$ cat src/include/smcg_pkg.sv
// Shared constants and types for the sleep and clock gating controller
package smcg_pkg;
  // Sleep mode select encodings
  localparam logic [1:0] SMCG_SEL_IDLE = 2'h0;
  localparam logic [1:0] SMCG_SEL_PDOWN_A = 2'h1;
  localparam logic [1:0] SMCG_SEL_STBY = 2'h2;
  localparam logic [1:0] SMCG_SEL_PDOWN_B = 2'h3;
  // Brown-out fuse code that switches the detector off
  localparam logic [2:0] SMCG_BOD_OFF_CODE = 3'h7;
  // Wake timing in system clock cycles; counter width in bits
  localparam int SMCG_STBY_WAKE_CYC = 6;
  localparam int SMCG_STALL_CYC = 4;
  localparam int SMCG_STARTUP_CYC = 64;
  localparam int SMCG_CNT_W = 16;
  // Synchroniser depth for pin inputs
  localparam int SMCG_SYNC_STAGES = 3;

  typedef enum logic [1:0] {
    SMCG_MODE_IDLE,
    SMCG_MODE_PDOWN,
    SMCG_MODE_STBY
  } smcg_mode_t;

  typedef enum logic [1:0] {
    SMCG_ST_RUN,
    SMCG_ST_SLEEP,
    SMCG_ST_WAKE,
    SMCG_ST_STALL
  } smcg_state_t;

  // Asynchronous wake requests arriving on pins
  typedef struct packed {
    logic ext_irq_a;
    logic ext_irq_b;
    logic pin_change;
    logic usi_start;
  } smcg_pin_wake_t;

  // Clock domain enables
  typedef struct packed {
    logic core_clock_domain;
    logic program_memory_clock;
    logic peripheral_io_clock;
    logic oscillator;
  } smcg_clk_en_t;
endpackage : smcg_pkg

$ cat src/design/smcg_sleep_ctrl.sv
// Sleep mode controller: clock gating, wake-up and analog power control
// Functional notes
// Mode 10 with crystal enters standby
// Standby equals power-down, oscillator kept running
// Standby wake-up completes in six cycles
// Gate core, memory, I/O clocks per mode
// Deep sleep wakes only from pin sources
// Comparator off in all non-idle sleep
// Comparator reference need keeps reference on
// Enabled brown-out detector survives all sleep
// Enabled watchdog runs in every mode
// Reference on only when something needs it
// Software waits reference start-up after enable
// Input buffers off while I/O clock stopped
// Wake source pin buffers stay enabled
// Disable bit forces pin buffer off
// Select 00 idle, 01/11 down, 10 standby
// Sleep only when sleep gate set
// Four stall cycles, handler, then resume
// Sleep with gate clear is no-op
`timescale 1ns/1ps
`default_nettype none
module smcg_sleep_ctrl import smcg_pkg::*; #(
  parameter int NPINS = 8,
  parameter int STARTUP_CYC = SMCG_STARTUP_CYC
) (
  input wire logic clk,                       // System clock, 50 MHz
  input wire logic rst_n,                     // Async reset, active low
  input wire logic sleep_exec,                // Core executes sleep, pulse
  input wire logic sleep_gate_bit,            // Sleep permitted
  input wire logic [1:0] sleep_mode_select,   // Mode select field
  input wire logic xtal_clock_sel,            // Crystal clock option chosen
  input wire smcg_pin_wake_t pin_wake,        // Pin wake requests, async
  input wire logic ext_irq_a_level,           // First ext irq in level mode
  input wire logic self_program_store_rdy,    // Store or EEPROM ready irq
  input wire logic other_io_irq,              // Any other internal irq
  input wire logic comp_disable,              // Comparator disabled by sw
  input wire logic comp_uses_ref,             // Comparator uses reference
  input wire logic [2:0] brownout_level_fuse, // Brown-out level fuses
  input wire logic wdt_enable,                // Watchdog enabled
  input wire logic [NPINS-1:0] digital_input_disable, // Per-pin disable
  input wire logic [NPINS-1:0] wake_pin_mask, // Pins used as wake sources
  output smcg_clk_en_t clk_en,                // Clock domain enables
  output logic comparator_en,                 // Comparator powered
  output logic brownout_detector_en,          // Brown-out detector on
  output logic vref_en,                       // Internal reference on
  output logic wdt_run,                       // Watchdog clock running
  output logic [NPINS-1:0] input_buf_en,      // Pin input buffers
  output logic sleeping,                      // Device in sleep or wake
  output logic core_stall,                    // Core held after wake
  output logic handler_go                     // Run handler, pulse
);
  smcg_state_t state_reg;
  smcg_state_t state_next;
  smcg_mode_t mode_reg;
  smcg_mode_t mode_next;
  smcg_mode_t sel_mode;
  logic [SMCG_CNT_W-1:0] cnt_reg;
  logic [SMCG_CNT_W-1:0] cnt_next;
  smcg_pin_wake_t pin_sync;
  smcg_clk_en_t clk_en_next;
  logic deep_wake;
  logic any_wake;
  logic wake_hit;
  logic sleep_req;
  logic asleep_next;
  logic deep_next;
  logic bod_need;
  logic cmp_ref_need;

  localparam logic [SMCG_CNT_W-1:0] STBY_LOAD =
    SMCG_CNT_W'(SMCG_STBY_WAKE_CYC - 2);
  localparam logic [SMCG_CNT_W-1:0] PDOWN_LOAD =
    SMCG_CNT_W'(STARTUP_CYC - 2);
  localparam logic [SMCG_CNT_W-1:0] STALL_LOAD =
    SMCG_CNT_W'(SMCG_STALL_CYC - 1);

  // Pin wake sources cross into the clock domain
  smcg_sync3 #(.WIDTH(4)) u_sync (
    .clk(clk),
    .rst_n(rst_n),
    .din(pin_wake),
    .dout(pin_sync)
  );

  // select decode; R1: standby needs crystal
  assign sel_mode = (sleep_mode_select == SMCG_SEL_IDLE) ? SMCG_MODE_IDLE :
    (sleep_mode_select == SMCG_SEL_STBY && xtal_clock_sel) ? SMCG_MODE_STBY :
    SMCG_MODE_PDOWN;

  // deep sleep wake set; first ext irq only in level mode
  assign deep_wake = (pin_sync.ext_irq_a && ext_irq_a_level) ||
    pin_sync.ext_irq_b || pin_sync.pin_change || pin_sync.usi_start;
  assign any_wake = pin_sync.ext_irq_a || deep_wake ||
    self_program_store_rdy || other_io_irq;
  assign wake_hit = (mode_reg == SMCG_MODE_IDLE) ? any_wake : deep_wake;
  // entry qualified by gate; R18: otherwise a no-op
  assign sleep_req = sleep_exec && sleep_gate_bit;

  // Sequencer: run, sleep, clock restart, post-wake stall
  always_comb begin
    state_next = state_reg;
    mode_next = mode_reg;
    cnt_next = cnt_reg;
    case (state_reg)
      SMCG_ST_RUN: begin
        if (sleep_req) begin
          state_next = SMCG_ST_SLEEP;
          mode_next = sel_mode;
        end
      end
      SMCG_ST_SLEEP: begin
        if (wake_hit) begin
          if (mode_reg == SMCG_MODE_IDLE) begin
            state_next = SMCG_ST_STALL;
            cnt_next = STALL_LOAD;
          end else begin
            // standby short fixed restart; power-down waits STARTUP_CYC
            state_next = SMCG_ST_WAKE;
            cnt_next = (mode_reg == SMCG_MODE_STBY) ? STBY_LOAD : PDOWN_LOAD;
          end
        end
      end
      SMCG_ST_WAKE: begin
        if (cnt_reg == '0) begin
          state_next = SMCG_ST_STALL;
          cnt_next = STALL_LOAD;
        end else begin
          cnt_next = cnt_reg - 1'b1;
        end
      end
      SMCG_ST_STALL: begin
        // hold core four cycles, then handler
        if (cnt_reg == '0) begin
          state_next = SMCG_ST_RUN;
        end else begin
          cnt_next = cnt_reg - 1'b1;
        end
      end
      default: state_next = SMCG_ST_RUN;
    endcase
  end

  assign asleep_next = (state_next == SMCG_ST_SLEEP) ||
    (state_next == SMCG_ST_WAKE);
  assign deep_next = asleep_next && (mode_next != SMCG_MODE_IDLE);

  // per-mode clock gating; R2: standby keeps oscillator
  assign clk_en_next.core_clock_domain = !asleep_next;
  assign clk_en_next.program_memory_clock = !asleep_next;
  assign clk_en_next.peripheral_io_clock = !deep_next;
  assign clk_en_next.oscillator = !((state_next == SMCG_ST_SLEEP) &&
    (mode_next == SMCG_MODE_PDOWN));

  // fuse alone decides, sleep never gates it
  assign bod_need = brownout_level_fuse != SMCG_BOD_OFF_CODE;
  // comparator reference need survives sleep
  assign cmp_ref_need = !comp_disable && comp_uses_ref;

  // State and mode registers
  always_ff @(posedge clk or negedge rst_n) begin
    if (!rst_n) begin
      state_reg <= SMCG_ST_RUN;
      mode_reg <= SMCG_MODE_IDLE;
      cnt_reg <= '0;
    end else begin
      state_reg <= state_next;
      mode_reg <= mode_next;
      cnt_reg <= cnt_next;
    end
  end

  // Registered outputs follow next state so they match state_reg
  always_ff @(posedge clk or negedge rst_n) begin
    if (!rst_n) begin
      clk_en <= '1;
      comparator_en <= 1'b0;
      brownout_detector_en <= 1'b0;
      vref_en <= 1'b0;
      wdt_run <= 1'b0;
      sleeping <= 1'b0;
      core_stall <= 1'b0;
      handler_go <= 1'b0;
    end else begin
      clk_en <= clk_en_next;
      // comparator forced off in deep sleep
      comparator_en <= !comp_disable && !deep_next;
      brownout_detector_en <= bod_need;
      // reference only while a consumer needs it
      vref_en <= bod_need || cmp_ref_need;
      // watchdog ignores sleep mode
      wdt_run <= wdt_enable;
      sleeping <= asleep_next;
      core_stall <= state_next == SMCG_ST_STALL;
      handler_go <= (state_reg == SMCG_ST_STALL) &&
        (state_next == SMCG_ST_RUN);
    end
  end

  // Pin input buffers; floating inputs in sleep would waste power
  genvar p;
  generate
    for (p = 0; p < NPINS; p = p + 1) begin : g_pin
      always_ff @(posedge clk or negedge rst_n) begin
        if (!rst_n) begin
          input_buf_en[p] <= 1'b0;
        end else begin
          // disable bit wins; R12 off when I/O stopped; R13 wake pins
          input_buf_en[p] <= !digital_input_disable[p] &&
            (clk_en_next.peripheral_io_clock || wake_pin_mask[p]);
        end
      end
    end
  endgenerate

  property p_gate_nop;
    @(posedge clk) disable iff (!rst_n)
    (state_reg == SMCG_ST_RUN && sleep_exec && !sleep_gate_bit)
      |=> (state_reg == SMCG_ST_RUN && clk_en.core_clock_domain);
  endproperty
  a_gate_nop: assert property (p_gate_nop)
    else $error("sleep entered with gate clear");

  property p_entry;
    @(posedge clk) disable iff (!rst_n)
    (state_reg == SMCG_ST_RUN && sleep_exec && sleep_gate_bit)
      |=> (state_reg == SMCG_ST_SLEEP && !clk_en.core_clock_domain);
  endproperty
  a_entry: assert property (p_entry)
    else $error("gated sleep not entered");

  property p_idle_clk;
    @(posedge clk) disable iff (!rst_n)
    (state_reg == SMCG_ST_SLEEP && mode_reg == SMCG_MODE_IDLE)
      |-> (!clk_en.core_clock_domain && !clk_en.program_memory_clock &&
           clk_en.peripheral_io_clock && clk_en.oscillator);
  endproperty
  a_idle_clk: assert property (p_idle_clk)
    else $error("idle clock gating wrong");

  property p_pdown_clk;
    @(posedge clk) disable iff (!rst_n)
    (state_reg == SMCG_ST_SLEEP && mode_reg == SMCG_MODE_PDOWN)
      |-> (!clk_en.oscillator && !clk_en.peripheral_io_clock);
  endproperty
  a_pdown_clk: assert property (p_pdown_clk)
    else $error("power-down clocks not stopped");

  property p_stby_osc;
    @(posedge clk) disable iff (!rst_n)
    (state_reg == SMCG_ST_SLEEP && mode_reg == SMCG_MODE_STBY)
      |-> (clk_en.oscillator && !clk_en.peripheral_io_clock);
  endproperty
  a_stby_osc: assert property (p_stby_osc)
    else $error("standby oscillator state wrong");

  property p_stby_wake;
    @(posedge clk) disable iff (!rst_n)
    (state_reg == SMCG_ST_SLEEP && mode_reg == SMCG_MODE_STBY && wake_hit)
      |=> !clk_en.core_clock_domain [*5] ##1 clk_en.core_clock_domain;
  endproperty
  a_stby_wake: assert property (p_stby_wake)
    else $error("standby wake not six cycles");

  property p_stall;
    @(posedge clk) disable iff (!rst_n)
    $rose(core_stall) |-> core_stall [*4] ##1 (handler_go && !core_stall);
  endproperty
  a_stall: assert property (p_stall)
    else $error("post-wake stall length wrong");

  property p_deep_wake;
    @(posedge clk) disable iff (!rst_n)
    (state_reg == SMCG_ST_SLEEP && mode_reg != SMCG_MODE_IDLE && !deep_wake)
      |=> state_reg == SMCG_ST_SLEEP;
  endproperty
  a_deep_wake: assert property (p_deep_wake)
    else $error("deep sleep woken by wrong source");

  property p_comp_off;
    @(posedge clk) disable iff (!rst_n)
    (state_reg == SMCG_ST_SLEEP && mode_reg != SMCG_MODE_IDLE)
      |-> !comparator_en;
  endproperty
  a_comp_off: assert property (p_comp_off)
    else $error("comparator on in deep sleep");

  property p_vref;
    @(posedge clk) disable iff (!rst_n)
    1'b1 |=> vref_en ==
      (($past(brownout_level_fuse) != SMCG_BOD_OFF_CODE) ||
       ($past(comp_uses_ref) && !$past(comp_disable)));
  endproperty
  a_vref: assert property (p_vref)
    else $error("reference enable mismatch");

  property p_bod;
    @(posedge clk) disable iff (!rst_n)
    (brownout_level_fuse != SMCG_BOD_OFF_CODE) |=> brownout_detector_en;
  endproperty
  a_bod: assert property (p_bod)
    else $error("brown-out detector gated off");

  property p_wdt;
    @(posedge clk) disable iff (!rst_n)
    wdt_enable |=> wdt_run;
  endproperty
  a_wdt: assert property (p_wdt)
    else $error("watchdog stopped while enabled");

  property p_digital_input_disable;
    @(posedge clk) disable iff (!rst_n)
    digital_input_disable[0] |=> !input_buf_en[0];
  endproperty
  a_digital_input_disable: assert property (p_digital_input_disable)
    else $error("disabled pin buffer still on");
endmodule : smcg_sleep_ctrl
`default_nettype wire

$ cat src/design/smcg_sync3.sv
// Three-stage pin synchroniser with agreement filter, one per bit
`timescale 1ns/1ps
`default_nettype none
module smcg_sync3 import smcg_pkg::*; #(
  parameter int WIDTH = 4
) (
  input wire logic clk,              // System clock
  input wire logic rst_n,            // Async reset, active low
  input wire logic [WIDTH-1:0] din,  // Asynchronous inputs
  output logic [WIDTH-1:0] dout      // Filtered synchronous level
);
  genvar i;
  generate
    for (i = 0; i < WIDTH; i = i + 1) begin : g_bit
      logic s1_reg;
      logic s2_reg;
      logic s3_reg;
      logic out_reg;
      // First stage feeds only the second; level accepted when 2 and 3 agree
      always_ff @(posedge clk or negedge rst_n) begin
        if (!rst_n) begin
          s1_reg <= 1'b0;
          s2_reg <= 1'b0;
          s3_reg <= 1'b0;
          out_reg <= 1'b0;
        end else begin
          s1_reg <= din[i];
          s2_reg <= s1_reg;
          s3_reg <= s2_reg;
          if (s2_reg == s3_reg) begin
            out_reg <= s3_reg;
          end
        end
      end
      assign dout[i] = out_reg;
    end
  endgenerate
endmodule : smcg_sync3
`default_nettype wire

$ cat config.mk
export PLATFORM = sky130hd
export DESIGN_NAME = smcg_sleep_ctrl
export DESIGN_NICKNAME = d
export VERILOG_FILES = /design/src/include/smcg_pkg.sv /design/src/design/smcg_sleep_ctrl.sv /design/src/design/smcg_sync3.sv
export SDC_FILE = /design/constraint.sdc
export NUM_CORES = 1
export LEC_CHECK = 0
export BUFFER_PORTS_ARGS = -buffer_cell sky130_fd_sc_hd__buf_2
export CORE_MARGIN = 4
export CORE_UTILIZATION = 30
export CTS_BUF_LIST = sky130_fd_sc_hd__clkbuf_8 sky130_fd_sc_hd__clkbuf_16
export CTS_CLUSTER_DIAMETER = 40
export DETAILED_ROUTE_END_ITERATION = 6
export PLACE_DENSITY_LB_ADDON = 0.3
export SKIP_LAST_GASP = 1
export SYNTH_ARGS = -nofsm -noshare
export SYNTH_HDL_FRONTEND = slang
export SYNTH_SLANG_ARGS = --single-unit
$ cat constraint.sdc
create_clock -name clk -period 5.15 [get_ports clk]
set_clock_uncertainty 0.15 [all_clocks]
set_input_delay 1.03 -clock clk [delete_from_list [all_inputs] [get_ports clk]]
set_output_delay 1.03 -clock clk [all_outputs]
set_load 0.01 [all_outputs]
**Yosys cells after proc, flatten, opt, wreduce, memory -nomap -nowiden**

Cells that the tools add are included.
W data, S select, Z words.

- Add/sub/neg operators: 1
- Equal/unequal tests: 16
- Multiplexer cells: 17
- Reduce and logical (&&, ||, !) cells: 52

Operators with widths:

| cell | number |
|---|---|
| $mux W16 | 3 |
| $pmux W16 S3 | 1 |
| $logic_and A1 B1 Y1 | 16 |
| $logic_not A16 Y1 | 1 |
| $logic_or A1 B1 Y1 | 16 |
| $mux W2 | 8 |
| $sub A16 B1 Y16 const B | 1 |
| $eq A2 B2 Y1 const B | 6 |
| $logic_not A1 Y1 | 12 |
| $mux W6 | 2 |
| $logic_not A2 Y1 | 4 |
| $pmux W2 S4 | 1 |
| $eq A2 B1 Y1 const B | 3 |
| $eq A1 B1 Y1 | 4 |
| $ne A2 B2 Y1 const B | 2 |
| $ne A3 B3 Y1 const B | 1 |
| $reduce_and A3 Y1 | 1 |
| $reduce_bool A3 Y1 | 1 |
| $mux W1 | 2 |
| $reduce_bool A2 Y1 | 1 |

- Bits in registers: 54
- Input bits: 36
- Output and inout bits: 19

**Depth between registers and ports, before layout**

Gate-level depths: netlist of the first run.

- Depth after elaboration: 16
- Depth in mapped cells: 11

**Modules after synthesis**

From an unflattened synthesis of the first run, not the netlist that was laid out.

- Cells, all modules: 226
- Area total of the unflattened synthesis: 2433.6 µm²

Modules (own cells, without submodules):

| module | times used | cells each | area an instance (µm²) | seq. area each (µm²) |
|---|---|---|---|---|
| smcg_sleep_ctrl | 1 | 202 | 1958.1 | 954.7 |
| smcg_sync3 | 1 | 24 | 475.5 | 400.4 |

**Worst setup path before layout of the first run**

No wires, ideal clock.

- Path type: flip-flop to flip-flop
- Start: reg cnt_reg[0]
- End: reg input_buf_en[0]
- Data arrival time: 2.814 ns
- Required time: 4.922 ns
- Slack: 2.109 ns
- Cell stages (with the launch flop): 12
- Buffers on the path: 1
- Cells stage by stage: dfrtp_1 > inv_1 > ha_1 > or3b_2 > or4_4 > nor3_4 > nor2_2 > inv_1 > ha_1 > o21a_1 > clkbuf_1 > a21oi_1

- Word-level cells in the longest chain between the ends: 9
- Elaborated cells on any way between the ends: 11
- Classes of those cells: eq/ne: 2; mux: 3; reduce/logical: 6

Ends and longest elaborated chain:

| what | line | text |
|---|---|---|
| from (decl) | smcg_sleep_ctrl.sv:58 | `logic [SMCG_CNT_W-1:0] cnt_reg;` |
| from (signal assigned) | smcg_sleep_ctrl.sv:169 | `cnt_reg <= cnt_next;` |
| $logic_not A16 Y1 (*) | smcg_sleep_ctrl.sv:125, smcg_sleep_ctrl.sv:134 |  |
| $mux W2, on equally long branches | smcg_sleep_ctrl.sv:134, smcg_sleep_ctrl.sv:125 |  |
| $pmux W2 S4 (*) | smcg_sleep_ctrl.sv:105 | `case (state_reg)` |
| named net state_next[1] | smcg_sleep_ctrl.sv:54 | `smcg_state_t state_next;` |
| $eq A2 B1 Y1 or $eq A2 B2 Y1 (tied branches) | smcg_sleep_ctrl.sv:144, smcg_sleep_ctrl.sv:145 |  |
| $logic_or A1 B1 Y1 (*) | smcg_sleep_ctrl.sv:144 | `assign asleep_next = (state_next == SMCG_ST_SLEEP) \|\|` |
| named net asleep_next | smcg_sleep_ctrl.sv:66 | `logic asleep_next;` |
| $logic_and A1 B1 Y1 (*) | smcg_sleep_ctrl.sv:146 | `assign deep_next = asleep_next && (mode_next != SMCG_MODE_IDLE);` |
| $logic_not A1 Y1 (*) | smcg_sleep_ctrl.sv:151 | `assign clk_en_next.peripheral_io_clock = !deep_next;` |
| $logic_or A1 B1 Y1 (*) | smcg_sleep_ctrl.sv:210 | `(clk_en_next.peripheral_io_clock \|\| wake_pin_mask[p]);` |
| $logic_and A1 B1 Y1 (*) | smcg_sleep_ctrl.sv:209 | `input_buf_en[p] <= !digital_input_disable[p] &&` |
| to (signal, indexed assignment) | smcg_sleep_ctrl.sv:209 |  |
| to (decl) | smcg_sleep_ctrl.sv:48 | `output logic [NPINS-1:0] input_buf_en,` |

The timed path passes the listed nets; every way through them passes the cells marked *.
A chain may end at the register's enable or synchronous reset.

**Worst setup path in the final report of the first run**

- Start: reg cnt_reg[0]
- End: reg input_buf_en[4]

The elaborated chain is that of the path after synthesis.

==> results of run 1 <==
## power by group
part,leakage [µW],switching [µW],internal [µW]
logic,0.000643,304,233
clock network,0.0000478,138,111
registers,0.000652,93.2,540
## final timing paths
kind                                        start                     end  cells past startpoint
max                                    cnt_reg[0]         input_buf_en[4]                     10
min                        u_sync.g_bit[0].s1_reg  u_sync.g_bit[0].s2_reg                      0
max reg2reg                            cnt_reg[0]         input_buf_en[4]                     10
min reg2reg                u_sync.g_bit[0].s1_reg  u_sync.g_bit[0].s2_reg                      0
max in group asynchronous                   rst_n              cnt_reg[5]                      2
min in group asynchronous                   rst_n  u_sync.g_bit[2].s2_reg                      2
## kinds of logic after synthesis
kind of cell / count (synthesis) / synth area share (%)
AOI/OAI and AO/OA: 53 / 15.87
adders and majority gates: 8 / 3.796
buffers and inverters: 26 / 4.586
DFF: 54 / 57.09
muxes: 4 / 1.845
and+or+nand+nor: 63 / 16.82
## cells in the final DEF (no fill, tap or decap), types with 3 or more instances in the layout
| cell type | instances |
|---|---|
| or4_1 | 4 |
| o41ai_1 | 7 |
| nor4_1 | 3 |
| nand3_1 | 6 |
| ha_1 | 4 |
| nor2_1 | 12 |
| nand2_1 | 7 |
| buf_2 | 54 |
| or3_1 | 4 |
| dfstp_2 | 3 |
| inv_1 | 21 |
| and3_1 | 3 |
| or4b_2 | 3 |
| clkbuf_8 | 6 |
| maj3_1 | 4 |
| nor3_1 | 3 |
| dfrtp_1 | 51 |
| or4bb_1 | 4 |
| a21oi_1 | 23 |
| o31ai_1 | 4 |
## routing by layer
metal  vias up  track usage (%)  part of all wire [%]
met5         -                0                     0
met4         0            2.592                  0.55
met3         4            3.821                   8.8
met2        61            17.09                    47
met1       824            13.70                    44
li1        883                -                     -
## area by class of cell
| cell class | count | area, µm² |
|---|---|---|
| Clock buffer | 6 | 82.58 |
| Inverter | 21 | 78.83 |
| Sequential cell | 54 | 1355 |
| Tap cell | 102 | 127.6 |
| Clock inverter | 2 | 16.27 |
| Fill cell | 768 | 4880 |
| Timing Repair Buffer | 55 | 277.8 |
| Multi-Input combinational cell | 128 | 909.6 |
## stage by stage
step	cells	cell area [µm²]	hold WS (ns)
finish	368	2848	0.2083
global route	368	2848	0.2254
CTS	368	2848	0.2087
detailed placement	360	2749	0.1858
global placement	360	2749	0.1836
floorplan	208	2374	0.1812
==> flow_summary.toml, run 1 <==
[logic_synthesis]
yosysWarnings = 0
ys_seq_elements = 54
synth_top_cell_area_share_pct = 53.77
syn_nets = 248
syn_avg_cell_area_um2 = 11.41
yosys.area.top_type = "dfrtp_1"
synth_cell_types = 51
syn_inst = 208
ys_top_cells_by_area = "dfrtp_1 (54%), a21oi_1 (4.8%), dfstp_2 (3.3%)"
yosysMostFrequentCell = "dfrtp_1"
synth_edf_count = 0
synth_ff_type = "dfrtp_1"
ys_seq_area_share_pct = 57.09
synth.top_cells.by_count = "dfrtp_1 (51), a21oi_1 (23), inv_1 (21)"
syn_area_um2 = 2374
async_flop_share_pct = 100.0

[die]
die_y_um = 96.95
die_w_um = 96.95
row_count = 32
initial_utilization_pct = 30.72
die-area_um2 = 9399
core-area_um2 = 7727
pin_count = 55

[clock_network]
insertion_delay_ns = 0.30
holdBufCountCts = 0
cts_buffers = 5
cts_root_buf = "clkbuf_8"
tritoncts = "built"
cts-resized-gates = 0
post-cts-setup-buffers = 0
clkSinkCount = 54
clock_path_buffers = 2
htreeDepth = 2
clkSlewWorstSetupHoldPaths_ns = 0.10

[sta]
setup_ws_ns = 1.527
grt_setup_unrepaired = "no"
max_freq_ghz = 0.2760
period_share_pct = 70.35
setup_viol = 0
tightest_slew_ns = 1.040
setup_tns_ns = 0
hold_violations = 0
relSlewSlack_pct = 30.21
fin_crit_ns = 3.623
drv_slew = 0

[worst_setup_path]
crit_chain = "inv_1 -> ha_1 -> or3b_2 -> or4_4 -> nor3_4 -> nor2_2 -> inv_1 -> ha_1 -> o21a_1 -> a21oi_1"
cp-end-kind = "flip-flop"
critical_path_class = "reg2reg"
cpPeakStageDelay_ns = 0.58
r2r_slack_ns = 1.53
worstPathRequired_ns = 5.23
path_max_fanout = 17
crit_arrival_ns = 3.70
crit_family = "simple AND/OR/NAND/NOR gates"
critPathBufInv = 2
start_kind = "flip-flop"
cpMaxStageDelayCell = "or4_4"

[global_routing]
grt_pass1_wl_mm = 8.286
antenna_found_initial = 0
grt_max_degree = 55
grt_pass1_vias = 1766
track_usage_pct = 10.64
overflow = 0

[place]
port_buffers = 54
gp_congestion = 0.8103
place_hpwl_mm = 3.667
pre_cts_ws_ns = 1.543

[drt]
vias_per_cell = 4.815
drt-initial-drc-count = 98
route.vias.total = 1772
dr.pass1.iters = 4
drt-total-wl_mm = 4.951
drtAntennaViolNets = 0
route.detailed.drc = 0
wire_per_inst_um = 13.45

[min_path]
hold_class = "reg2reg"

[finish]
largest_reg_flops = 16
area_growth_pct = 19.98
post-route-util_pct = 36.85
drive_above_1_share_pct = 29.32
finalNetCount = 305
antenna_cells = 0

[run_status]
status = "completed"

[flow_run]
timing.max_cap.violations = 0

[power]
power.total_uw = 1419
p_leak_uw = 0.001343
powerDensity_nw_per_um2 = 498.4
peakVddDrop_mv = 0.1904
(Power assumes the default switching activity.)
==> inputs of run 2 (changes only) <==
- ABC_AREA: default -> 1
- clock period: 5.15 -> 3.75 ns (I/O delays scaled with it)
==> run 2 against run 1 <==
Net effect:
- hold slack better by 0.0016 ns
- synthesized cell count is 47% higher
- flip-flop and latch count stayed put
- first-iteration DRC count is 42% lower
- critical path depth is 2 higher
- largest cell class unchanged
- highest routed layer unchanged
==> flow_summary.toml, run 2 <==
[global_routing]
track_usage_pct = 11.88
antenna_found_initial = 0
overflow = 0
grt_max_degree = 22
grt_pass1_vias = 2240
grt_pass1_wl_mm = 10.01

[drt]
dr_wl_met2_mm = 2.561
met3_length_um = 476
wl_met1_mm = 2.441
drtAntennaViolNets = 0
wire_per_inst_um = 11.70
drt-total-wl_mm = 5.535
dr.max_layer_used = "met4"
route.vias.total = 2098
route.detailed.drc = 0
drt-initial-drc-count = 57
dr.pass1.iters = 4
vias_per_cell = 4.436

[run_status]
status = "completed"

[worst_setup_path]
critPathBufInv = 2
cpPeakStageDelay_ns = 0.39
critical_path_class = "reg2reg"
r2r_slack_ns = 1.30
start_kind = "flip-flop"
r2r-start = "cnt_reg[0]"
crit_arrival_ns = 2.51
rr_endpoint = "input_buf_en[3]"
crit_chain = "inv_1 -> ha_1 -> nand2_1 -> nor2_2 -> nand2_2 -> nand2_1 -> a21oi_1 -> nor2_2 -> ha_1 -> nand2_4 -> o21bai_1 -> inv_1"
crit_family = "simple AND/OR/NAND/NOR gates"
cp-end-kind = "flip-flop"
ff2ff_path_depth = 12
worstPathRequired_ns = 3.81
path_max_fanout = 10
cpMaxStageDelayCell = "dfrtp_1"

[clock_network]
htreeDepth = 2
insertion_delay_ns = 0.31
post-cts-setup-buffers = 0
clkSlewWorstSetupHoldPaths_ns = 0.10
clock_path_buffers = 2
holdBufCountCts = 0
cts_root_buf = "clkbuf_8"
cts_buffers = 5
clkSinkCount = 54
tritoncts = "built"
cts-resized-gates = 0

[sta]
setup_viol = 0
setup_tns_ns = 0
max_freq_ghz = 0.4085
period_share_pct = 65.29
grt_setup_unrepaired = "no"
relSlewSlack_pct = 57.57
drv_slew = 0
fin_crit_ns = 2.448
hold_violations = 0
tightest_slew_ns = 0.6341

[logic_synthesis]
syn_area_um2 = 2671
ys_seq_area_share_pct = 50.73
yosys.area.top_type = "dfrtp_1"
syn_avg_cell_area_um2 = 8.758
synth_edf_count = 0
ys_seq_elements = 54
yosysMostFrequentCell = "nand2_1"
async_flop_share_pct = 100.0
yosysWarnings = 0
ys_top_cells_by_area = "dfrtp_1 (48%), nand2_1 (11%), inv_1 (4.8%)"
syn_nets = 345
synth_ff_type = "dfrtp_1"
synth_cell_types = 32
syn_inst = 305
synth_top_cell_area_share_pct = 47.78
synth.top_cells.by_count = "nand2_1 (80), dfrtp_1 (51), inv_1 (34)"

[die]
die_w_um = 102.4
initial_utilization_pct = 30.78
core-area_um2 = 8678
die-area_um2 = 10480
pin_count = 55
die_y_um = 102.4
row_count = 34

[finish]
fin_cells = 473
fillers = 936
final_common_cell = "nand2_1"
final_cell_mix = "nand2_1 (80), buf_2 (54), dfrtp_1 (51)"
regArea_um2 = 1355
post-route-util_pct = 36.39
multi_input_area_um2 = 1109
antenna_cells = 0
area_growth_pct = 18.22
largest_reg_flops = 16
finalNetCount = 404
drive_above_1_share_pct = 27.95

[power]
p_leak_uw = 0.001646
peakVddDrop_mv = 0.2565
power.total_uw = 2146
powerDensity_nw_per_um2 = 679.4

[place]
place_hpwl_mm = 4.236
gp_congestion = 0.8673
port_buffers = 54
dp_cells = 465

[min_path]
hold_class = "reg2reg"
holdCritStartpoint = "u_sync.g_bit[2].s1_reg"
holdPathEnd = "u_sync.g_bit[2].s2_reg"
whs_path_depth = 0

[flow_run]
timing.max_cap.violations = 0
-- run 2: changes by cell type after synthesis, sizes merged, moves of 4 or more --
cell / before / now
or3: 4 / 0
nor2: 13 / 35
o21bai: 0 / 9
nand2: 7 / 95
nand3: 6 / 29
o41ai: 7 / 0
inv: 21 / 40
o21ai: 1 / 8
nor3: 4 / 0
nand4: 1 / 10
or4bb: 4 / 0
a21oi: 23 / 3
o31ai: 4 / 0
or4: 6 / 0
-- run 2: logic make-up after synthesis --
| family | share of synthesized area, % |
|---|---|
| AOI/OAI and AO/OA | 5.808 |
| buffers and inverters | 7.775 |
| DFF | 50.73 |
| adders and majority gates | 3.373 |
| and+or+nand+nor | 30.35 |
| xor gates and xnor gates | 1.968 |
-- run 2: worst reg2reg max path: cells and delay by family, from the launching register on --
family / cells / cell delay, ns
AO/OA/AOI/OAI: 2 / 0.30
adder cells (fa/ha/maj): 2 / 0.66
buffers and inverters: 2 / 0.14
flip-flops: 1 / 0.39
AND/OR/NAND/NOR: 6 / 0.72
-- run 2: routing by layer --
layer  vias up  GRT usage, %
li1       1078             -
met5         -             0
met2        67         20.34
met1       946         14.41
met3         7         3.823
met4         0         3.229
-- run 2: area by class of cell --
cell class	count	area share, %
repair buffers	56	9.033
inverters	40	4.992
well taps	108	4.279
clock buffers	5	2.179
clock inverters	3	1.506
multi-input cells	207	35.10
flip-flops and latches	54	42.91
-- run 2: power breakdown --
group	switching [µW]	internal, µW
registers	134	742
logic	541	321
clock network	205	203
-- run 2: metrics by stage --
stage / hold slack (ns) / instance area (µm²) / setup slack (ns)
floorplan: 0.1812 / 2671 / 1.527
global placement: 0.1836 / 3042 / 1.317
detailed placement: 0.1865 / 3042 / 1.279
CTS: 0.2124 / 3158 / 1.290
global route: 0.2212 / 3158 / 1.004
finish: 0.2099 / 3158 / 1.302
-- run 2: worst max path at each step --
| stage | cells past startpoint | slack [ns] | from | endpoint |
|---|---|---|---|---|
| finish | 12 | 1.30 | cnt_reg[0] | input_buf_en[3] |
| global route | 12 | 1.00 | cnt_reg[0] | input_buf_en[3] |
| detailed placement | 10 | 1.28 | ext_irq_a_level | input_buf_en[3] |
| global placement | 10 | 1.32 | self_program_store_rdy | input_buf_en[4] |
| floorplan | 10 | 1.53 | self_program_store_rdy | input_buf_en[0] |
| CTS | 12 | 1.29 | cnt_reg[0] | input_buf_en[3] |
